`src/rss_regs.svh`:
```
`ifndef RSS_REGS_SVH
`define RSS_REGS_SVH
// register indices, chosen for this block
`define RSS_ADDR_CTRL      4'h0
`define RSS_ADDR_STOP      4'h1
`define RSS_ADDR_BRAKE     4'h2
`define RSS_ADDR_FREQ      4'h3
`define RSS_ADDR_BBLOCK    4'h4
`define RSS_ADDR_STATUS    4'h5
`define RSS_ADDR_OUTFREQ   4'h6
// field positions of the control register
`define RSS_CTRL_SRC       0
`define RSS_CTRL_FLUX      1
`define RSS_CTRL_3WIRE     2
`define RSS_CTRL_KRUN      3
`define RSS_CTRL_KSTOP     4
`define RSS_CTRL_KREV      5
`define RSS_CTRL_KJOG      6
// reset values
`define RSS_SRC_RST        1'b1
`define RSS_STOP_RST       2'h0
`define RSS_BMIN_RST       2'h0
`define RSS_BSF_RST        8'h05
`define RSS_BCUR_RST       7'h32
`define RSS_BSTART_RST     10'h000
`define RSS_BSTOP_RST      10'h032
`define RSS_MINF_RST       8'h05
`define RSS_MAXF_RST       10'h258
`define RSS_NLC_RST        7'h1e
`define RSS_BBLK_RST       10'h032
// limits in register units
`define RSS_BSF_MAX        8'h64
`define RSS_BCUR_MAX       7'h64
`define RSS_BTIME_MAX      10'h3e8
// timing: 10 ms tick, 50 ms latch hold
`define RSS_TICK_NS        10000000
`define RSS_CLK_NS         8
`define RSS_TICK_CYC       ((`RSS_TICK_NS + `RSS_CLK_NS - 1) / `RSS_CLK_NS)
`define RSS_HOLD_MS        50
`define RSS_HOLD_CYC       ((`RSS_HOLD_MS * 1000000 + `RSS_CLK_NS - 1) / `RSS_CLK_NS)
`define RSS_TIME_SCALE     10
`endif

```
`src/rss_pkg.sv`:
```
package rss_pkg;
  typedef enum logic [2:0] {
    RSS_IDLE   = 3'b000,
    RSS_STARTDC= 3'b001,
    RSS_RUN    = 3'b010,
    RSS_RAMP   = 3'b011,
    RSS_BBLOCK = 3'b100,
    RSS_DCINJ  = 3'b101,
    RSS_COAST  = 3'b110
  } rss_state_type;
  typedef struct packed {
    logic       valid;
    logic [3:0] addr;
    logic [15:0] wdata;
  } rss_wr_type;
  typedef struct packed {
    logic fwd;
    logic rev;
    logic dir_sel;
  } rss_term_type;
endpackage

```
`src/rss_run_stop_sequencer.sv`:
```
`timescale 1ns/1ps
`default_nettype none
`include "rss_regs.svh"
module rss_run_stop_sequencer (
  // clock and reset
  input  wire logic               core_clk,
  input  wire logic               srst,
  input  wire logic               clk_en,
  // register port
  input  wire rss_pkg::rss_wr_type wr,
  input  wire logic               rd_stb,
  input  wire logic [3:0]         rd_addr,
  output logic [15:0]             rd_data,
  // terminals, output frequency and reference, ramp status
  input  wire rss_pkg::rss_term_type term,
  input  wire logic [9:0]         out_freq,
  input  wire logic [9:0]         freq_ref,
  input  wire logic               ramp_done,
  // drive commands
  output logic                    run_cmd,
  output logic                    rev_cmd,
  output logic                    jog_cmd,
  output logic                    out_enable,
  output logic                    dc_inj,
  output logic [6:0]              dc_current,
  output logic [9:0]              freq_target
);
  import rss_pkg::*;

  logic          src_reg;
  logic          flux_reg;
  logic          three_reg;
  logic          krun_reg;
  logic          kstop_reg;
  logic          krev_reg;
  logic          kjog_reg;
  logic [1:0]    stop_reg;
  logic [1:0]    bmin_reg;
  logic [7:0]    bsf_reg;
  logic [6:0]    bcur_reg;
  logic [9:0]    bstart_reg;
  logic [9:0]    bstop_reg;
  logic [7:0]    minf_reg;
  logic [9:0]    maxf_reg;
  logic [6:0]    nlc_reg;
  logic [9:0]    bblk_reg;
  rss_state_type state_reg;
  rss_state_type state_next;
  logic [20:0]   tick_cnt_reg;
  logic          tick;
  logic [23:0]   hold_cnt_reg;
  logic          latch_reg;
  logic [9:0]    time_reg;
  logic [9:0]    stopf_reg;
  logic          want_run;
  logic          want_rev;
  logic          term_run;
  logic          term_rev;
  logic [1:0]    stop_eff;
  logic [7:0]    brk_freq;
  logic [23:0]   dc_prod;
  logic [23:0]   dc_time;
  logic          time_zero;

  // configuration writes; brake current, brake start freq and start/stop times clip to their limits, others stored as written but stop methods 2/3 in flux vector
  always_ff @(posedge core_clk) begin
    if (srst) begin
      src_reg    <= `RSS_SRC_RST;
      flux_reg   <= 1'b0;
      three_reg  <= 1'b0;
      stop_reg   <= `RSS_STOP_RST;
      bmin_reg   <= `RSS_BMIN_RST;
      bsf_reg    <= `RSS_BSF_RST;
      bcur_reg   <= `RSS_BCUR_RST;
      bstart_reg <= `RSS_BSTART_RST;
      bstop_reg  <= `RSS_BSTOP_RST;
      minf_reg   <= `RSS_MINF_RST;
      maxf_reg   <= `RSS_MAXF_RST;
      nlc_reg    <= `RSS_NLC_RST;
      bblk_reg   <= `RSS_BBLK_RST;
    end else if (clk_en && wr.valid) begin
      case (wr.addr)
        `RSS_ADDR_CTRL: begin
          src_reg   <= wr.wdata[`RSS_CTRL_SRC];
          flux_reg  <= wr.wdata[`RSS_CTRL_FLUX];
          three_reg <= wr.wdata[`RSS_CTRL_3WIRE];
        end
        `RSS_ADDR_STOP: begin
          // flux vector keeps only ramp and coast
          if (!flux_reg || !wr.wdata[1])
            stop_reg <= wr.wdata[1:0];
          bmin_reg <= wr.wdata[5:4];
        end
        `RSS_ADDR_BRAKE: begin
          bcur_reg <= (wr.wdata[6:0] > `RSS_BCUR_MAX) ? `RSS_BCUR_MAX
                                                      : wr.wdata[6:0];
          bsf_reg  <= (wr.wdata[15:8] > `RSS_BSF_MAX) ? `RSS_BSF_MAX
                                                      : wr.wdata[15:8];
        end
        `RSS_ADDR_FREQ: begin
          minf_reg <= wr.wdata[7:0];
          nlc_reg  <= wr.wdata[14:8];
        end
        `RSS_ADDR_BBLOCK: bblk_reg <= wr.wdata[9:0];
        `RSS_ADDR_OUTFREQ: maxf_reg <= wr.wdata[9:0];
        `RSS_ADDR_STATUS: begin
          bstart_reg <= (wr.wdata[9:0] > `RSS_BTIME_MAX) ? `RSS_BTIME_MAX
                                                         : wr.wdata[9:0];
        end
        default: begin
          bstop_reg <= (wr.wdata[9:0] > `RSS_BTIME_MAX) ? `RSS_BTIME_MAX
                                                        : wr.wdata[9:0];
        end
      endcase
    end
  end

  // keypad key levels, written by software on behalf of the operator
  always_ff @(posedge core_clk) begin
    if (srst) begin
      krun_reg  <= 1'b0;
      kstop_reg <= 1'b0;
      krev_reg  <= 1'b0;
      kjog_reg  <= 1'b0;
    end else if (clk_en && wr.valid && wr.addr == `RSS_ADDR_CTRL) begin
      krun_reg  <= wr.wdata[`RSS_CTRL_KRUN];
      kstop_reg <= wr.wdata[`RSS_CTRL_KSTOP];
      krev_reg  <= wr.wdata[`RSS_CTRL_KREV];
      kjog_reg  <= wr.wdata[`RSS_CTRL_KJOG];
    end
  end

  // read port, data one cycle after the strobe
  always_ff @(posedge core_clk) begin
    if (srst) begin
      rd_data <= 16'h0000;
    end else if (clk_en) begin
      rd_data <= 16'h0000;
      if (rd_stb) begin
        case (rd_addr)
          `RSS_ADDR_CTRL:
            rd_data <= {9'h000, kjog_reg, krev_reg, kstop_reg, krun_reg,
                        three_reg, flux_reg, src_reg};
          `RSS_ADDR_STOP:    rd_data <= {10'h000, bmin_reg, 2'h0, stop_reg};
          `RSS_ADDR_BRAKE:   rd_data <= {bsf_reg, 1'b0, bcur_reg};
          `RSS_ADDR_FREQ:    rd_data <= {1'b0, nlc_reg, minf_reg};
          `RSS_ADDR_BBLOCK:  rd_data <= {6'h00, bblk_reg};
          `RSS_ADDR_OUTFREQ: rd_data <= {6'h00, maxf_reg};
          `RSS_ADDR_STATUS:
            rd_data <= {latch_reg, state_reg, 2'h0, time_reg};
          default:           rd_data <= {6'h00, bstop_reg};
        endcase
      end
    end
  end

  // 10 ms timebase, free running
  assign tick = (tick_cnt_reg == 21'(`RSS_TICK_CYC - 1));
  always_ff @(posedge core_clk) begin
    if (srst)
      tick_cnt_reg <= 21'h000000;
    else if (clk_en)
      tick_cnt_reg <= tick ? 21'h000000 : tick_cnt_reg + 21'h000001;
  end

  // 3-wire run latch: forward closed for the hold time sets, stop opens it
  always_ff @(posedge core_clk) begin
    if (srst) begin
      hold_cnt_reg <= 24'h000000;
      latch_reg    <= 1'b0;
    end else if (clk_en) begin
      if (!term.fwd)
        hold_cnt_reg <= 24'h000000;
      else if (hold_cnt_reg != 24'(`RSS_HOLD_CYC))
        hold_cnt_reg <= hold_cnt_reg + 24'h000001;
      // rev terminal acts as the normally-closed stop contact in 3-wire
      if (!term.rev || !three_reg)
        latch_reg <= 1'b0;
      else if (hold_cnt_reg == 24'(`RSS_HOLD_CYC))
        latch_reg <= 1'b1;
    end
  end

  // run request by source and sequence
  always_comb begin
    if (three_reg) begin
      term_run = latch_reg;
      term_rev = term.dir_sel;
    end else begin
      term_run = term.fwd ^ term.rev;
      term_rev = term.rev;
    end
    if (src_reg) begin
      want_run = term_run;
      want_rev = term_rev;
    end else begin
      want_run = (krun_reg || kjog_reg) && !kstop_reg;
      want_rev = krev_reg;
    end
  end

  // effective stop method and brake frequency
  assign stop_eff  = flux_reg ? {1'b0, stop_reg[0]} : stop_reg;
  assign brk_freq  = (bsf_reg < minf_reg) ? minf_reg : bsf_reg;
  assign dc_prod   = 24'(bstop_reg) * 24'(`RSS_TIME_SCALE) * 24'(stopf_reg);
  // full width: a small max freq must clip, not wrap, the stop time
  assign dc_time   = dc_prod / 24'(maxf_reg == 10'h000 ? 10'h001
                                                    : maxf_reg);
  assign time_zero = (time_reg == 10'h000);

  always_comb begin
    state_next = state_reg;
    case (state_reg)
      RSS_IDLE:
        if (want_run)
          state_next = (bstart_reg != 10'h000) ? RSS_STARTDC : RSS_RUN;
      RSS_STARTDC:
        if (!want_run)     state_next = RSS_IDLE;
        else if (time_zero) state_next = RSS_RUN;
      RSS_RUN:
        if (!want_run) begin
          case (stop_eff)
            2'h0:    state_next = RSS_RAMP;
            2'h1:    state_next = RSS_IDLE;
            2'h2:    state_next = RSS_BBLOCK;
            default: state_next = RSS_COAST;
          endcase
        end
      RSS_RAMP:
        if (want_run)
          state_next = RSS_RUN;
        else if (ramp_done || out_freq < {2'h0, brk_freq})
          state_next = RSS_DCINJ;
      RSS_BBLOCK:
        if (time_zero) state_next = RSS_DCINJ;
      RSS_DCINJ:
        if (time_zero) state_next = RSS_IDLE;
      RSS_COAST:
        if (time_zero) state_next = RSS_IDLE;
      default: state_next = RSS_IDLE;
    endcase
  end

  always_ff @(posedge core_clk) begin
    if (srst)
      state_reg <= RSS_IDLE;
    else if (clk_en)
      state_reg <= state_next;
  end

  // interval timer in 10 ms units, loaded on each state entry
  always_ff @(posedge core_clk) begin
    if (srst) begin
      time_reg  <= 10'h000;
      stopf_reg <= 10'h000;
    end else if (clk_en) begin
      if (state_next != state_reg) begin
        case (state_next)
          RSS_STARTDC: time_reg <= bstart_reg;
          RSS_BBLOCK:  time_reg <= bblk_reg;
          RSS_COAST:   time_reg <= bblk_reg;
          RSS_DCINJ:
            // dc-stop time scales with frequency after baseblock, else bstop_reg; clipped to RSS_BTIME_MAX
            time_reg <= (state_reg == RSS_BBLOCK)
                        ? ((dc_time > 24'(`RSS_BTIME_MAX)) ? `RSS_BTIME_MAX
                                                           : dc_time[9:0])
                        : bstop_reg;
          default:     time_reg <= 10'h000;
        endcase
        if (state_reg == RSS_RUN)
          stopf_reg <= out_freq;
      end else if (tick && !time_zero) begin
        time_reg <= time_reg - 10'h001;
      end
    end
  end

  // drive outputs
  always_ff @(posedge core_clk) begin
    if (srst) begin
      run_cmd     <= 1'b0;
      rev_cmd     <= 1'b0;
      jog_cmd     <= 1'b0;
      out_enable  <= 1'b0;
      dc_inj      <= 1'b0;
      dc_current  <= 7'h00;
      freq_target <= 10'h000;
    end else if (clk_en) begin
      run_cmd    <= (state_next == RSS_RUN);
      out_enable <= (state_next == RSS_RUN) || (state_next == RSS_RAMP) ||
                    (state_next == RSS_STARTDC) || (state_next == RSS_DCINJ);
      dc_inj     <= (state_next == RSS_STARTDC) || (state_next == RSS_DCINJ);
      dc_current <= flux_reg ? nlc_reg : bcur_reg;
      if (state_next == RSS_RUN)
        rev_cmd <= want_rev;
      jog_cmd    <= !src_reg && kjog_reg;
      freq_target <= freq_ref;
      if (flux_reg && freq_ref < {2'h0, minf_reg}) begin
        case (bmin_reg)
          2'h1: begin
            out_enable  <= 1'b0;
            freq_target <= 10'h000;
          end
          2'h2:    freq_target <= {2'h0, minf_reg};
          2'h3:    freq_target <= 10'h000;
          default: freq_target <= freq_ref;
        endcase
      end
    end
  end
endmodule
`default_nettype wire

```
`config.mk`:
```
export PLATFORM = sky130hd
export DESIGN_NAME = rss_run_stop_sequencer
export DESIGN_NICKNAME = d
export VERILOG_FILES = /design/src/rss_pkg.sv /design/src/rss_run_stop_sequencer.sv
export VERILOG_INCLUDE_DIRS = /design/src /design/src/src
export SDC_FILE = /design/constraint.sdc
export NUM_CORES = 1
export LEC_CHECK = 0
export ABC_AREA = 1
export ABC_CLOCK_PERIOD_IN_PS = 164700
export BUFFER_PORTS_ARGS = -buffer_cell sky130_fd_sc_hd__buf_2
export CORE_ASPECT_RATIO = 0.75
export CORE_UTILIZATION = 25
export CTS_CLUSTER_DIAMETER = 150
export DETAILED_ROUTE_END_ITERATION = 7
export PLACE_DENSITY_LB_ADDON = 0.25
export RECOVER_POWER = 100
export SLEW_MARGIN = 20
export SYNTH_ARGS = -nofsm -noshare
export SYNTH_HDL_FRONTEND = slang
export SYNTH_SLANG_ARGS = --single-unit
```
`constraint.sdc`:
```
create_clock -name core_clk -period 164.7 [get_ports core_clk]
set_input_delay 32.94 -clock core_clk [delete_from_list [all_inputs] [get_ports core_clk]]
set_output_delay 32.94 -clock core_clk [all_outputs]
set_load 0.01 [all_outputs]
```
==> metrics.yaml <==
die:
  ios: 91
  core_mm2: 0.110
  start_util: 0.253
  die_area_mm2: 0.112
  die_y_um: 290
  rows: 105
  die_w_um: 386
worst_setup_path:
  path_max_fanout: 25
  cp.depth: 397
  r2r_start: "bstop_reg[0]"
  cp_slowest_stage_delay_ns: 0.83
  path_buf_inv: 75
  cpMostUsedCell: "nand2_1"
  r2r_end: "time_reg[8]"
  r2r_cells: 397
  r2r_slack_ns: 97.57
  setup.worst_path.class: "reg2reg"
  end_kind: "flop"
  crit_start: "bstop_reg[0]"
  cp_data_arrival_time_ns: 67.49
  critPathCapture: "time_reg[8]"
  cp_top_family: "compound AO/OA/AOI/OAI gates"
  required_ns: 165.06
  slowest_stage: "nand2_1"
  cp-start-kind: "flop"
timing:
  fmax_mhz: 14.9
  min_period_over_period: 0.408
  max_slew_margin: -0.356
  finalSetupViolCount: 0
  period_needed_ns: 67.13
  setup_tns_ns: 0
  worst_pin_slew_ns: 2.02
  fin_skew_ns: 0.0118
  timing.final.max_slew_violations: 155
  rsz0062_at_grt: "no"
  hold_viol_final: 0
final_layout:
  final_net_count: 4695
  utilization: 0.274
  antenna_cells: 0
  largest_register_ff_count: 24
  area_delta_synth_final_pct: 8.45
  fillers: 12400
  drive_above_1_share: 0.107
clock_network:
  clk_pin_slew_ns: 0.08
  clk-insertion-delay-late_ns: 0.47
  cts-root-buf: "clkbuf_16"
  cts_hold_buf: 0
  cts_setup_buffers: 0
  htree_levels: 4
  cts.sinks: 188
  cts_tree: "done"
  cts_made_buffers: 17
  cts_resized: 0
  clk_path_buf_depth: 2
logic_synthesis:
  syn_nets: 4657
  async_reset_ff_frac: 0
  synth.largest_area_cell: "dfxtp_1"
  yosysTopAreaCellShare: 0.136
  synth_cell_types: 82
  ys_ff_latch: 188
  synth_seq_area_share: 0.136
  synth-edff-count: 0
  synth.cell_area_mm2: 0.0277
  syn_area_per_cell_um2: 6.56
  syn_inst: 4220
  yosys_warnings: 0
  synthFlopType: "dfxtp_1"
  ys_top_cells_by_area: "dfxtp_1, ha_1, nand2_1"
place:
  gp_congestion: 0.885
  place_hpwl_um: 72200
  io_buffers: 90
route:
  wl_per_cell_um: 15.5
  viasPerCell: 4.66
  ant_nets: 0
  drt_pass1_iterations: 6
  drc: 0
  dr_total_vias: 26600
  wl_um: 88900
  first_iter_violations: 2121
global_routing:
  antenna_found_initial: 3
  grt_pass1_vias: 25100
  grt_pass1_wl_um: 142000
  globalRoute.totalOverflow: 0
  grt_max_degree: 61
  grt_usage: 0.159
min_path:
  holdCritStartpoint: "freq_target[9]"
  hp-class: "reg2reg"
status:
  violations: "capacitance limit, slew limit"
  status: "finished with violations"
run:
  drv_cap: 5
## layer usage
layer | share of wire | vias up | GRT usage
met5 | 0.00015 | - | 0
met2 | 0.39 | 626 | 0.223
met4 | 0.013 | 2 | 0.0266
met3 | 0.054 | 60 | 0.0192
met1 | 0.55 | 12100 | 0.254
li1 | - | 13800 | -
## worst min-delay path by stage
| stage | to | slack, ns | cells past startpoint |
|---|---|---|---|
| detailed placement | freq_target[8] | 0.46 | 2 |
| CTS | rd_data[8] | 0.47 | 2 |
| global placement | rd_data[2] | 0.45 | 2 |
| global route | rd_data[12] | 0.48 | 2 |
| floorplan | hold_cnt_reg[12] | 0.44 | 2 |
| finish | freq_target[9] | 0.47 | 2 |
## worst reg2reg max path, delay by kind of cell, from the launching register on
family	cells	cell delay, ns
buf+inv	75	9.04
fa+ha+maj	33	11.19
xor+xnor	2	0.83
compound gates	138	25.12
flops	1	0.82
simple gates	149	19.95
## kinds of logic after synthesis
| group | count (synthesis) | synth area share |
|---|---|---|
| DFF | 188 | 0.136 |
| and+or+nand+nor | 1846 | 0.324 |
| xor gates and xnor gates | 154 | 0.0487 |
| AOI/OAI and AO/OA | 807 | 0.169 |
| adders and majority gates | 384 | 0.197 |
| buffers and inverters | 841 | 0.125 |
## cells in the mapped netlist, types with 11 or more instances
| library cell | instances |
|---|---|
| nand3b_1 | 14 |
| nand4_1 | 69 |
| o31ai_1 | 11 |
| nor3_1 | 49 |
| nand3_1 | 187 |
| o21bai_1 | 23 |
| o221ai_1 | 16 |
| nor2_1 | 318 |
| dfxtp_1 | 188 |
| nor2_2 | 31 |
| a21oi_1 | 278 |
| clkbuf_1 | 61 |
| o22ai_1 | 16 |
| inv_2 | 38 |
| a21oi_2 | 11 |
| fa_1 | 87 |
| nand2_1 | 895 |
| nand4_2 | 12 |
| nor2_4 | 23 |
| xor2_1 | 96 |
| clkinv_1 | 11 |
| a221oi_1 | 11 |
| nand2_4 | 35 |
| nor4_1 | 18 |
| nand2_2 | 95 |
| o21a_1 | 12 |
| or2_2 | 20 |
| buf_6 | 16 |
| nand3_2 | 37 |
| xnor2_1 | 58 |
| a21o_1 | 30 |
| ha_1 | 297 |
| o211ai_1 | 35 |
| o21ai_1 | 21 |
| o21ai_0 | 290 |
| inv_1 | 682 |
## cells in the final DEF (no fill, tap or decap), types with 20 or more instances in the layout
master	n
inv_1	683
xnor2_1	58
nor2_1	319
inv_2	37
nand2_1	896
a21o_1	30
nand3_2	34
buf_2	50
ha_1	297
clkbuf_1	46
nand2_2	95
or2_2	20
a21oi_1	278
nand2_4	34
fa_1	87
nor2_2	31
nor2_4	22
o21ai_0	291
nand4_1	70
xor2_1	96
o211ai_1	35
o21bai_1	23
dfxtp_1	188
o21ai_1	20
nand3_1	191
nor3_1	49
## metrics by stage
stage | hold slack (ns) | cell area (um2) | setup slack [ns] | instances
after global routing | 0.482 | 30000 | 88.97 | 5715
final | 0.466 | 30000 | 97.57 | 5715
after floorplan | 0.437 | 27700 | 109.08 | 4220
after global placement | 0.453 | 29500 | 103.05 | 5683
after CTS | 0.466 | 30200 | 101.21 | 5715
after detailed placement | 0.455 | 29500 | 101.52 | 5683
## cell type report
type                            count  area [um2]  share of cell area
Sequential cell                   188        3760               0.125
Tap cell                         1444        1810              0.0602
Inverter                          748        2880              0.0959
Clock inverter                     14         176             0.00588
Clock buffer                       18         439              0.0146
Multi-Input combinational cell   3191       20400               0.680
Timing Repair Buffer              112         543              0.0181
Power is left out: the tool's default activity adds up to more than one toggle a clock period on the data nets, which glitch-free logic cannot reach.
